## src/hdl/fss_pkg.sv

```systemverilog
// Summary of operation
// - cycles per input come from clock/sample frequency ratio or a given sample period.
// - integer rate change: fixed input slots; decimated output period is input period times M.
// - integer interpolation uses floored output spacing, idling the leftover cycles.
// - fractional interpolation spacing is input period over worst-case outputs per input.
// - five-over-three interpolation yields output counts two, two, one per input.
// - spacing rounds down and input ready is raised at the matching faster rate.
// - fractional decimation outputs at the output period once enough inputs arrived.
// - fractional decimation takes one input per clock until its buffer is full.
// - input FIFO accepts at full rate until full; core drains once per input slot, or once per clock in fractional decimation.
// - channels are time multiplexed on one input; oversampling is period over channels.
`default_nettype none
package fss_pkg;
    localparam int DATA_W = 16;
    localparam int CNT_W = 16;
    localparam int CHAN_W = 4;
    localparam int FIFO_DEPTH = 4;
    localparam int BUF_DEPTH = 8;
    localparam logic [CNT_W-1:0] CNT_ONE = 16'h0001;
    localparam logic [CNT_W-1:0] CNT_MAX = 16'hFFFF;
    localparam logic [CNT_W-1:0] BUF_FULL = 16'h0008;
    localparam logic [CHAN_W-1:0] CHAN_ONE = 4'h1;

    typedef enum logic [2:0] {
        FSS_SINGLE,
        FSS_INT_INTERP,
        FSS_INT_DECIM,
        FSS_FRAC_INTERP,
        FSS_FRAC_DECIM
    } fss_mode_t;

    typedef enum logic {
        FSS_WAIT,
        FSS_EMIT
    } fss_state_t;
endpackage
`default_nettype wire

```

## src/hdl/fss_fifo.sv

```systemverilog
`timescale 1ns/1ps
`default_nettype none
module fss_fifo #(
    parameter int WIDTH = 16,
    parameter int DEPTH = 4
) (
    // clock and reset
    input wire logic CLK,
    input wire logic RESET_N,
    // fill side
    input wire logic IN_VALID,
    output logic IN_READY,
    input wire logic [WIDTH-1:0] IN_DATA,
    // drain side
    output logic OUT_VALID,
    input wire logic OUT_READY,
    output logic [WIDTH-1:0] OUT_DATA
);
    localparam int AW = $clog2(DEPTH);
    localparam logic [AW:0] LAST = (AW + 1)'(DEPTH - 1);
    localparam logic [AW:0] FULL = (AW + 1)'(DEPTH);

    logic [WIDTH-1:0] mem_ff [DEPTH];
    logic [AW-1:0] wr_ff, nxt_wr, rd_ff, nxt_rd;
    logic [AW:0] cnt_ff, nxt_cnt;
    logic push, pop;

    assign IN_READY = (cnt_ff != FULL);
    assign OUT_VALID = (cnt_ff != '0);
    assign OUT_DATA = mem_ff[rd_ff];

    always_comb begin
        push = IN_VALID && IN_READY;
        pop = OUT_VALID && OUT_READY;
        nxt_wr = wr_ff;
        nxt_rd = rd_ff;
        nxt_cnt = cnt_ff;
        if (push) begin
            nxt_wr = ({1'b0, wr_ff} == LAST) ? '0 : wr_ff + 1'b1;
        end
        if (pop) begin
            nxt_rd = ({1'b0, rd_ff} == LAST) ? '0 : rd_ff + 1'b1;
        end
        if (push && !pop) begin
            nxt_cnt = cnt_ff + 1'b1;
        end else if (pop && !push) begin
            nxt_cnt = cnt_ff - 1'b1;
        end
    end

    // storage has no reset; contents are only read when counted valid
    always_ff @(posedge CLK) begin
        if (push) begin
            mem_ff[wr_ff] <= IN_DATA;
        end
    end

    always_ff @(posedge CLK or negedge RESET_N) begin
        if (!RESET_N) begin
            wr_ff <= '0;
            rd_ff <= '0;
            cnt_ff <= '0;
        end else begin
            wr_ff <= nxt_wr;
            rd_ff <= nxt_rd;
            cnt_ff <= nxt_cnt;
        end
    end
endmodule
`default_nettype wire

```

## src/hdl/fss_scheduler.sv

```systemverilog
`timescale 1ns/1ps
`default_nettype none
module fss_scheduler (
    // clock and reset
    input wire logic CLK,
    input wire logic RESET_N,
    // configuration
    input wire fss_pkg::fss_mode_t CFG_MODE,
    input wire logic CFG_USE_PERIOD,
    input wire logic [fss_pkg::CNT_W-1:0] CFG_PERIOD,
    input wire logic [fss_pkg::CNT_W-1:0] CFG_CLK_MHZ,
    input wire logic [fss_pkg::CNT_W-1:0] CFG_FS_MHZ,
    input wire logic [fss_pkg::CNT_W-1:0] CFG_RATE_P,
    input wire logic [fss_pkg::CNT_W-1:0] CFG_RATE_Q,
    input wire logic [fss_pkg::CHAN_W-1:0] CFG_CHANNELS,
    input wire logic CFG_FIFO_EN,
    // input sample stream
    input wire logic S_AXIS_DATA_TVALID,
    output logic S_AXIS_DATA_TREADY,
    input wire logic [fss_pkg::DATA_W-1:0] S_AXIS_DATA_TDATA,
    // output sample stream
    output logic M_AXIS_DATA_TVALID,
    output logic [fss_pkg::DATA_W-1:0] M_AXIS_DATA_TDATA,
    output logic [fss_pkg::CHAN_W-1:0] M_AXIS_DATA_TCHAN,
    // status
    output logic [fss_pkg::CNT_W-1:0] OVERSAMPLE
);
    localparam int CW = fss_pkg::CNT_W;

    // floored division, never below one cycle, divide by zero yields the dividend
    function automatic logic [CW-1:0] fss_div(input logic [CW-1:0] a, input logic [CW-1:0] b);
        logic [CW-1:0] q;
        q = (b == '0) ? a : a / b;
        return (q == '0) ? fss_pkg::CNT_ONE : q;
    endfunction

    // ************************************************************
    // rate arithmetic
    // ************************************************************
    logic [CW-1:0] cpi, os, rp, rq, wmax, spc, slot, out_per, need;
    logic [2*CW-1:0] slot_w, oper_w;
    logic [CW:0] psum;

    always_comb begin
        cpi = CFG_USE_PERIOD ? fss_div(CFG_PERIOD, fss_pkg::CNT_ONE)
                             : fss_div(CFG_CLK_MHZ, CFG_FS_MHZ);
        os = fss_div(cpi, {{(CW - fss_pkg::CHAN_W){1'b0}}, CFG_CHANNELS});
        rp = fss_div(CFG_RATE_P, fss_pkg::CNT_ONE);
        rq = fss_div(CFG_RATE_Q, fss_pkg::CNT_ONE);
        if (CFG_MODE == fss_pkg::FSS_SINGLE) begin
            rp = fss_pkg::CNT_ONE;
            rq = fss_pkg::CNT_ONE;
        end else if (CFG_MODE == fss_pkg::FSS_INT_INTERP) begin
            rq = fss_pkg::CNT_ONE;
        end
        psum = {1'b0, rp} + {1'b0, rq} - 1'b1;
        wmax = fss_div(psum[CW-1:0], rq); // worst-case outputs per input
        spc = fss_div(os, wmax);
        slot_w = spc * wmax;
        // fractional interpolation asks early; integer keeps the full slot
        slot = (CFG_MODE == fss_pkg::FSS_FRAC_INTERP) ? slot_w[CW-1:0] : os;
        oper_w = os * rq;
        out_per = CFG_USE_PERIOD ? os : fss_div(oper_w[CW-1:0], rp);
    end

    // ************************************************************
    // state
    // ************************************************************
    fss_pkg::fss_state_t st_ff, nxt_st;
    logic [CW-1:0] tmr_ff, nxt_tmr, spcnt_ff, nxt_spcnt, ph_ff, nxt_ph;
    logic [CW-1:0] dcnt_ff, nxt_dcnt, otmr_ff, nxt_otmr, buf_ff, nxt_buf;
    logic [fss_pkg::CHAN_W-1:0] chan_ff, nxt_chan, ochan_ff, nxt_ochan;
    logic [fss_pkg::DATA_W-1:0] smp_ff, nxt_smp;
    logic ov_ff, nxt_ov;
    logic want, req, emit, take, f_iv, f_ir, f_ov;
    logic [fss_pkg::DATA_W-1:0] f_od;
    logic [CW:0] phq;

    // ************************************************************
    // input handshake
    // ************************************************************
    always_comb begin
        // ask one cycle ahead, so the word has landed when the slot opens
        req = ({1'b0, tmr_ff} + {1'b0, fss_pkg::CNT_ONE} >= {1'b0, slot - 1'b1});
        case (CFG_MODE)
            fss_pkg::FSS_FRAC_DECIM: begin
                want = (buf_ff < fss_pkg::BUF_FULL);
                req = want;
            end
            fss_pkg::FSS_INT_DECIM: want = (tmr_ff >= slot - 1'b1);
            default: want = (st_ff == fss_pkg::FSS_WAIT) && (tmr_ff >= slot - 1'b1);
        endcase
        take = want && f_ov;
        // without the fifo option the source is only let in when the core asks;
        // a word may enter as the held one leaves, keeping one per clock
        S_AXIS_DATA_TREADY = f_ir && (CFG_FIFO_EN || (req && (!f_ov || take)));
        f_iv = S_AXIS_DATA_TVALID && S_AXIS_DATA_TREADY;
    end

    fss_fifo #(
        .WIDTH(fss_pkg::DATA_W),
        .DEPTH(fss_pkg::FIFO_DEPTH)
    ) u_fifo (
        .CLK(CLK),
        .RESET_N(RESET_N),
        .IN_VALID(f_iv),
        .IN_READY(f_ir),
        .IN_DATA(S_AXIS_DATA_TDATA),
        .OUT_VALID(f_ov),
        .OUT_READY(take),
        .OUT_DATA(f_od)
    );

    // ************************************************************
    // scheduler
    // ************************************************************
    always_comb begin
        nxt_st = st_ff;
        nxt_tmr = (tmr_ff != fss_pkg::CNT_MAX) ? tmr_ff + 1'b1 : tmr_ff;
        nxt_spcnt = spcnt_ff;
        nxt_ph = ph_ff;
        nxt_dcnt = dcnt_ff;
        nxt_otmr = otmr_ff;
        nxt_buf = buf_ff;
        nxt_chan = chan_ff;
        nxt_ochan = ochan_ff;
        nxt_smp = smp_ff;
        nxt_ov = 1'b0;
        emit = 1'b0;
        need = fss_pkg::CNT_ONE;
        phq = {1'b0, ph_ff} + {1'b0, rq};
        if (take) begin
            nxt_tmr = '0;
            nxt_smp = f_od;
            nxt_ochan = chan_ff;
            nxt_chan = (chan_ff + fss_pkg::CHAN_ONE >= CFG_CHANNELS) ? '0
                                                                   : chan_ff + fss_pkg::CHAN_ONE;
        end
        case (CFG_MODE)
            fss_pkg::FSS_FRAC_DECIM: begin
                need = fss_div(phq[CW-1:0], rp);
                nxt_buf = take ? buf_ff + 1'b1 : buf_ff;
                if (otmr_ff < out_per - 1'b1) begin
                    nxt_otmr = otmr_ff + 1'b1;
                end else if (buf_ff >= need) begin
                    // output only once enough inputs are buffered
                    nxt_ov = 1'b1;
                    nxt_buf = nxt_buf - need;
                    nxt_ph = phq[CW-1:0] - CW'(need * rp);
                    nxt_otmr = '0;
                end
            end
            fss_pkg::FSS_INT_DECIM: begin
                if (take) begin
                    if (dcnt_ff >= rq - 1'b1) begin
                        nxt_ov = 1'b1;
                        nxt_dcnt = '0;
                    end else begin
                        nxt_dcnt = dcnt_ff + 1'b1;
                    end
                end
            end
            default: begin
                case (st_ff)
                    // first output leaves with the take, so a burst ends
                    // before the next slot even at a spacing of one
                    fss_pkg::FSS_WAIT: emit = take;
                    fss_pkg::FSS_EMIT: begin
                        emit = (spcnt_ff == '0);
                        nxt_spcnt = spcnt_ff - 1'b1;
                    end
                    default: nxt_st = fss_pkg::FSS_WAIT;
                endcase
                if (emit) begin
                    nxt_ov = 1'b1;
                    nxt_spcnt = spc - 1'b1;
                    // phase walk gives 2,2,1 for 5 over 3
                    if (phq >= {1'b0, rp}) begin
                        nxt_ph = phq[CW-1:0] - rp;
                        nxt_st = fss_pkg::FSS_WAIT;
                    end else begin
                        nxt_ph = phq[CW-1:0];
                        nxt_st = fss_pkg::FSS_EMIT;
                    end
                end
            end
        endcase
    end

    always_ff @(posedge CLK or negedge RESET_N) begin
        if (!RESET_N) begin
            st_ff <= fss_pkg::FSS_WAIT;
            tmr_ff <= fss_pkg::CNT_MAX;
            spcnt_ff <= '0;
            ph_ff <= '0;
            dcnt_ff <= '0;
            otmr_ff <= '0;
            buf_ff <= '0;
            chan_ff <= '0;
            ochan_ff <= '0;
            smp_ff <= '0;
            ov_ff <= 1'b0;
        end else begin
            st_ff <= nxt_st;
            tmr_ff <= nxt_tmr;
            spcnt_ff <= nxt_spcnt;
            ph_ff <= nxt_ph;
            dcnt_ff <= nxt_dcnt;
            otmr_ff <= nxt_otmr;
            buf_ff <= nxt_buf;
            chan_ff <= nxt_chan;
            ochan_ff <= nxt_ochan;
            smp_ff <= nxt_smp;
            ov_ff <= nxt_ov;
        end
    end

    assign M_AXIS_DATA_TVALID = ov_ff;
    assign M_AXIS_DATA_TDATA = smp_ff;
    assign M_AXIS_DATA_TCHAN = ochan_ff;
    assign OVERSAMPLE = os;

    // ************************************************************
    // checks
    // ************************************************************
    logic [CW-1:0] emits_ff;
    always_ff @(posedge CLK or negedge RESET_N) begin
        if (!RESET_N) begin
            emits_ff <= '0;
        end else if (take) begin
            emits_ff <= nxt_ov ? fss_pkg::CNT_ONE : '0;
        end else if (nxt_ov) begin
            emits_ff <= emits_ff + 1'b1;
        end
    end

    AST_PERIOD_SRC: assert property (@(posedge CLK) disable iff (!RESET_N)
        CFG_USE_PERIOD && CFG_PERIOD != '0 |-> cpi == CFG_PERIOD)
        else $error("period source not used");
    AST_INT_SLOT: assert property (@(posedge CLK) disable iff (!RESET_N)
        take && CFG_MODE != fss_pkg::FSS_FRAC_DECIM |-> tmr_ff >= slot - 1'b1)
        else $error("input taken before its slot");
    AST_DECIM_OUT: assert property (@(posedge CLK) disable iff (!RESET_N)
        CFG_MODE == fss_pkg::FSS_INT_DECIM && M_AXIS_DATA_TVALID |-> $past(take))
        else $error("decimated output without input");
    AST_INTERP_FIRST: assert property (@(posedge CLK) disable iff (!RESET_N)
        CFG_MODE == fss_pkg::FSS_INT_INTERP && take |=> M_AXIS_DATA_TVALID)
        else $error("first interpolated output late");
    AST_SPACING: assert property (@(posedge CLK) disable iff (!RESET_N)
        CFG_MODE == fss_pkg::FSS_FRAC_INTERP && M_AXIS_DATA_TVALID && spc > fss_pkg::CNT_ONE
        |=> !M_AXIS_DATA_TVALID)
        else $error("outputs closer than spacing");
    AST_WORST_CASE: assert property (@(posedge CLK) disable iff (!RESET_N)
        CFG_MODE == fss_pkg::FSS_FRAC_INTERP |-> emits_ff <= wmax)
        else $error("too many outputs for one input");
    AST_BUF_LIMIT: assert property (@(posedge CLK) disable iff (!RESET_N)
        buf_ff <= fss_pkg::BUF_FULL)
        else $error("decimation buffer overrun");
    AST_FIFO_FULL: assert property (@(posedge CLK) disable iff (!RESET_N)
        CFG_FIFO_EN && !S_AXIS_DATA_TREADY |-> u_fifo.cnt_ff == fss_pkg::FIFO_DEPTH)
        else $error("ready low before fifo full");
    AST_DECIM_GAP: assert property (@(posedge CLK) disable iff (!RESET_N)
        CFG_MODE == fss_pkg::FSS_FRAC_DECIM && M_AXIS_DATA_TVALID && out_per > fss_pkg::CNT_ONE
        |=> !M_AXIS_DATA_TVALID)
        else $error("decimated outputs too close");
endmodule
`default_nettype wire
```

## config.mk

```make
export PLATFORM = sky130hd
export DESIGN_NAME = fss_scheduler
export DESIGN_NICKNAME = d
export VERILOG_FILES = /design/src/hdl/fss_pkg.sv /design/src/hdl/fss_fifo.sv /design/src/hdl/fss_scheduler.sv
export SDC_FILE = /design/constraint.sdc
export NUM_CORES = 2
export LEC_CHECK = 0
export ABC_AREA = 1
export BUFFER_PORTS_ARGS = -buffer_cell sky130_fd_sc_hd__buf_4
export CAP_MARGIN = 20
export CORE_MARGIN = 4
export CORE_UTILIZATION = 55
export CTS_BUF_LIST = sky130_fd_sc_hd__clkbuf_8
export CTS_CLUSTER_DIAMETER = 100
export DETAILED_ROUTE_END_ITERATION = 12
export PLACE_DENSITY_LB_ADDON = 0.2
export SYNTH_ARGS = -nofsm -noshare
export SYNTH_HDL_FRONTEND = slang
export SYNTH_HIERARCHICAL = 1
export SYNTH_SLANG_ARGS = --single-unit
```

## constraint.sdc

```tcl
create_clock -name CLK -period 165.1 [get_ports CLK]
set_input_delay 16.51 -clock CLK [delete_from_list [all_inputs] [get_ports CLK]]
set_output_delay 16.51 -clock CLK [all_outputs]
set_load 0.02 [all_outputs]
```

# ---- After elaboration in Yosys (flattened, before gate mapping)
# Memories as Yosys holds them, arrays and structs flattened. A register that Yosys moved wholly into a read port is not among the register bits.
# Cells that the tools add are included.
# W data, S select, Z words.
dict set report classes {
  n_bitwise 3
  magnitude_cmp 8
  n_reduce_logical 43
  eq_ne 10
  add_sub_neg 21
  mul 3
  mux 54
  div 6
  shift 0
}
# op count
set op_table {}
lappend op_table {{$mux W16} 35}
lappend op_table {{$logic_not A16 Y1} 14}
lappend op_table {{$sub A16 B1 Y16 const B} 6}
lappend op_table {{$div A16 B16 Y16} 5}
lappend op_table {{$add A16 B1 Y16 const B} 4}
lappend op_table {{$ge A16 B16 Y1} 3}
lappend op_table {{$mul A16 B16 Y16} 3}
lappend op_table {{$sub A16 B16 Y16} 3}
lappend op_table {{$ge A17 B16 Y1} 2}
lappend op_table {{$pmux W16 S2} 1}
lappend op_table {{$add A16 B1 Y17 const B} 1}
lappend op_table {{$add A16 B16 Y17} 1}
lappend op_table {{$add A16 B16 Y16} 1}
lappend op_table {{$div A16 B4 Y16} 1}
lappend op_table {{$lt A16 B16 Y1} 1}
lappend op_table {{$lt A16 B4 Y1 const B} 1}
lappend op_table {{$ne A16 B16 Y1 const B} 1}
lappend op_table {{$mux W1} 10}
lappend op_table {{$reduce_bool A2 Y1} 5}
lappend op_table {{$logic_and A1 B1 Y1} 9}
lappend op_table {{$reduce_and A2 Y1} 4}
lappend op_table {{$eq A3 B2 Y1 const B} 2}
lappend op_table {{$mux W3} 2}
lappend op_table {{$pmux W1 S2} 3}
lappend op_table {{20 further kinds} 30}
dict set report totals {
  mem_bits_ro 0
  latchBits 0
  register_bits 113
  n_memories 1
  mem_bits_rw 64
  in_bits 108
}
# name depth word_bits rd rd_ports_with_merged_regs write_ports line
set memory_table {}
lappend memory_table {u_fifo.mem_ff 4 16 1 1 1 fss_fifo.sv:23} ;# logic [WIDTH-1:0] mem_ff [DEPTH];

# ---- Depth between registers and ports, before layout
dict set report depth {
  word_depth 31
  mapped_depth 675
}

# ---- By module
# The synthesis kept the hierarchy.
# module area_each_um2 cells_per_inst n_inst
set by_module_without_submodules {}
lappend by_module_without_submodules {fss_scheduler 58821.4 9089 1}
lappend by_module_without_submodules {fss_fifo 3240.6 245 1}

# ---- Worst setup path after synthesis
# No wires, ideal clock.
dict set report synth_path {
  kind {input port to output port}
  start {in CFG_MODE[2]}
  end {out S_AXIS_DATA_TREADY}
  t_required_ps 148590
  path_buffers 24
  setup_slack_ps 61597
  arrival_time_ps 86993
  path_stages 484
  cell_sequence {nor2_1 -> inv_2 -> nor2_1 -> inv_1 -> nand2_1 -> ha_1 -> inv_1 -> ha_1 -> fa_1 -> nand3_1 -> nand2_1 -> a21oi_1 -> o21bai_1 -> a21oi_1 -> o21bai_1 -> a21o_1 -> a21oi_1 -> o31ai_1 -> [... 448 more ...] -> nor3_1 -> xor2_1 -> ha_1 -> nand2_1 -> nor4_1 -> nand4_1 -> nand2_1 -> a31oi_1 -> o21ai_0 -> a21o_1 -> nand2_1 -> nand2_1 -> o211ai_1 -> inv_1 -> nor3_1 -> o21ai_0 -> o21ai_0 -> a21boi_0}
}
dict set report synth_between {
  elab_chain_len 24
  word_cells_on_any_way 33
  classes_between {3 x add/sub; 1 x mul; 2 x div; 2 x order compare; 4 x eq/ne; 10 x mux; 11 x reduce/logical}
}
# element line
set synth_rtl {}
lappend synth_rtl {{start, declared} fss_scheduler.sv:8} ;# input wire fss_pkg::fss_mode_t CFG_MODE,
lappend synth_rtl {{$eq A3 B1 Y1} fss_scheduler.sv:53} ;# end else if (CFG_MODE == fss_pkg::FSS_INT_INTERP) begin
lappend synth_rtl {{$mux W16} fss_scheduler.sv:53}
lappend synth_rtl {{$mux W16} fss_scheduler.sv:50} ;# if (CFG_MODE == fss_pkg::FSS_SINGLE) begin
lappend synth_rtl {{$add A16 B16 Y16} fss_scheduler.sv:56} ;# psum = {1'b0, rp} + {1'b0, rq} - 1'b1;
lappend synth_rtl {{$sub A16 B1 Y16} fss_scheduler.sv:56}
lappend synth_rtl {{$div A16 B16 Y16} fss_scheduler.sv:33} ;# q = (b == '0) ? a : a / b;
lappend synth_rtl {{$mux W16} fss_scheduler.sv:33}
lappend synth_rtl {{$logic_not A16 Y1} fss_scheduler.sv:34} ;# return (q == '0) ? fss_pkg::CNT_ONE : q;
lappend synth_rtl {{[... 8 more ...]} n/a}
lappend synth_rtl {{$ge A16 B16 Y1} {fss_scheduler.sv:90, fss_scheduler.sv:91}}
lappend synth_rtl {{$logic_and A1 B1 Y1} fss_scheduler.sv:91} ;# default: want = (st_ff == fss_pkg::FSS_WAIT) && (tmr_ff >= slot - 1'b1);
lappend synth_rtl {{$pmux W1 S2} fss_scheduler.sv:85} ;# case (CFG_MODE)
lappend synth_rtl {{$logic_and A1 B1 Y1} fss_scheduler.sv:93} ;# take = want && f_ov;
lappend synth_rtl {{$logic_or A1 B1 Y1} fss_scheduler.sv:96} ;# S_AXIS_DATA_TREADY = f_ir && (CFG_FIFO_EN || (req && (!f_ov || take)));
lappend synth_rtl {{$logic_and A1 B1 Y1 *} fss_scheduler.sv:96}
lappend synth_rtl {{$logic_or A1 B1 Y1 *} fss_scheduler.sv:96}
lappend synth_rtl {{$logic_and A1 B1 Y1 *} fss_scheduler.sv:96}
lappend synth_rtl {{end, declared} fss_scheduler.sv:19} ;# output logic S_AXIS_DATA_TREADY,
# Mark *: on every way between the ends. The rest lies on a longest branch, timed or not.

# ---- Final worst setup path
# Same ends and word-level chain as after synthesis.

==> flow_summary.yaml <==
run_status:
  run_status: "complete, no violations"
floorplanning:
  io_pins: 146
  core_area_um2: 111000
  rows: 122
  initial_util_pct: 55.8
  die_height_um: 344
  die-width_um: 344
  die_area_um2: 118000
logic_synthesis:
  synth_commonest_cells: "nand2_1 (2154), inv_1 (1418), ha_1 (1069)"
  syn-num-nets: 10772
  post-synth-top-count-cell: "nand2_1"
  yosys_most_used_dff: "dfrtp_1"
  synth_top_area_cell: "ha_1"
  synth_async_sr_flop_share_pct: 66.8
  register_area_share_after_synthesis_pct: 8.33
  synth-edff-count: 64
  synthesis.area_um2: 62100
  yosys.cell_types.count: 78
  count_of_warnings_emitted_by_yosys: 6
  synthDominantCellAreaShare_pct: 21.6
  netlist_instances: 9334
  synth.top_cells.by_area: "ha_1 (22%), nand2_1 (13%), inv_1 (8.6%)"
  ys_seq_elements: 193
  postSynthAreaPerCell_um2: 6.65
global_route:
  globalRouteTotalUtil_pct: 32.2
  global_route.overflow_total: 0
  first_global_vias: 59302
  number_of_antenna_violations_at_the_first_check_in_global_routing: 5
  global_route_wire_length_before_repair_mm: 308
  grt_start_max_net_pins: 69
clocking:
  clk_pin_slew_worst_paths_ns: 0.12
  postCtsResizedCells: 0
  cts_buffers: 17
  clk_root_buffer_cell: "clkbuf_8"
  cts_hold_buf: 0
  ctsLongestPathBuffers: 2
  post-cts-setup-buffer-count: 0
  cts.htree.levels: 4
  cts_num_sinks: 193
  tritoncts: "yes"
  clk_latency_ns: 0.60
worst_setup_path:
  worstPathMaxFanout: 41
  cp.buffers_inverters: 75
  timing.critical_path.to_type: "output port"
  timing_worst_setup_path_type: "primary input to output port"
  startpoint_type_of_the_worst_setup_path: "primary input"
  crit_family: "compound AO/OA/AOI/OAI gates"
  crit_slowest_cell: "clkinv_1"
  cp_slowest_stage_delay_ns: 1.01
  crit_top_cell: "nand2_1"
  timing.critical_path.arrival_ns: 102.84
  timing.critical_path.required_ns: 148.59
detailed_routing:
  routed_wire_length_per_instance_um: 17.7
  drt_wl_total_mm: 194
  detailroute.via_count: 61760
  via_per_inst: 5.66
  drt_drc_violations_left: 0
  drt.antenna.violating_nets: 0
  detail_route.first_pass.iterations: 6
  detail_route.iter0.violations: 4617
layout:
  flow.area_growth_from_synthesis_pct: 5.59
  nets: 10853
  share_of_cells_above_drive_strength_1_pct: 6.30
placement:
  dp.final_hpwl_mm: 157
  gpl.final_weighted_congestion: 0.977
  buffer_ports.inserted: 145
sta:
  slew_violations: 0
  timing_worst_slew_pin_value_ns: 1.21
  fmaxAchievable_ghz: 0.00838
  timing.final.setup_violations: 0
  setup-tns-final_ns: 0
  timing_hold_violations_final: 0
  timing.slew.headroom_pct: 18.7
  finalCriticalPeriod_ns: 119.35
  timing.final.crit_share_pct: 72.3
  clock_tree_skew_after_final_layout_ns: 0.0320
  rsz0062_at_grt: "no"
run:
  cap_viol_max_count: 0
worst_hold_path:
  holdCritPathClass: "register to register"
-- per-stage QoR --
stage	hold slack, ns	utilization (%)	setup WS, ns	instance area, µm²	instances
detailed placement	0.470	58.4	46.24	65000	10882
finish	0.498	58.9	45.75	65500	10917
CTS	0.506	58.9	45.97	65500	10914
global route	0.530	58.9	37.08	65500	10917
floorplan	0.455	-	61.60	62100	9334
global placement	0.466	58.4	47.27	65000	10881
-- placed cells by master (no fill, tap or decap), types with 15 or more instances in the layout --
cell type and instances:
buf_4 260, o21ai_1 46, xnor2_1 303, nor2_1 712
nor2_2 19, ha_1 1069, clkinv_1 26, nand3b_1 15
o211ai_1 32, nand4_1 72, a211oi_1 18, nand2_1 2153
o31ai_1 37, xor2_1 360, dfstp_2 16, nor3_1 98
o21ai_0 708, nand3_2 20, clkbuf_8 17, nand3_1 356
inv_1 1418, edfxtp_1 64, o211ai_2 24, a21oi_1 503
or2_2 76, fa_1 261, nor4_1 42, and2_1 16
o21a_1 38, nand2_2 51, o21bai_1 92, inv_2 32
a31oi_1 34, dfrtp_1 112, a21o_1 175
-- final timing paths --
kind                                      startpoint              endpoint  slack [ns]  cells after the start
worst max-delay path                     CFG_MODE[2]    S_AXIS_DATA_TREADY       45.75                    457
worst min-delay path            M_AXIS_DATA_TDATA[0]  M_AXIS_DATA_TDATA[0]        0.50                      2
worst max register to register              ph_ff[2]             ph_ff[15]      117.95                    249
worst min register to register  M_AXIS_DATA_TDATA[0]  M_AXIS_DATA_TDATA[0]        0.50                      2
max in group asynchronous                    RESET_N           otmr_ff[10]      147.76                      2
min in group asynchronous                    RESET_N           spcnt_ff[3]       15.87                      1
-- worst min-delay path, cell delays in order (launching register included) --
cell and delay (ns):
dfrtp_1 0.36, nand2_1 0.05, nand2_1 0.06
-- kinds of logic (layout without fill, tap and decap cells) --
family	count (synthesis)	count (layout)	synth area share [%]
AND/OR/NAND/NOR	3682	3682	25.2
AO/OA/AOI/OAI	1784	1784	16.7
buffers and inverters	1680	1774	10.4
adder cells (fa/ha/maj)	1330	1330	30.0
XOR/XNOR	663	663	9.36
flip-flops	193	193	8.33
multiplexers	2	2	0.0323
other	0	1	0
-- layout make-up --
type,instances,area [µm²]
multi-input cells,7461,50500
fillers,10678,45700
inverters,1479,5560
flip-flops and latches,193,5170
repair buffers,263,1980
well taps,1488,1860
clock inverters,15,241
clock buffers,17,234
diodes,1,2.50
-- sequential cells by signal, summed over array words and instances, names as in the netlist, 3 cells and up --
signal / cells
ph_ff: 16
chan_ff: 4
u_fifo/cnt_ff: 3
dcnt_ff: 16
M_AXIS_DATA_TCHAN: 4
buf_ff: 16
M_AXIS_DATA_TDATA: 16
otmr_ff: 16
tmr_ff: 16
u_fifo/mem_ff: 64
spcnt_ff: 16
-- layer usage --
metal,GRT usage [%],up-vias,wire (µm)
met3,5.55,411,16300
met1,42.6,28572,83600
li1,-,30657,-
met5,0,-,16
met2,52.7,2118,85800
met4,12.0,2,7940
Power is not shown: default switching activity piles up to over one toggle a cycle in this logic, so the estimate is an artifact.
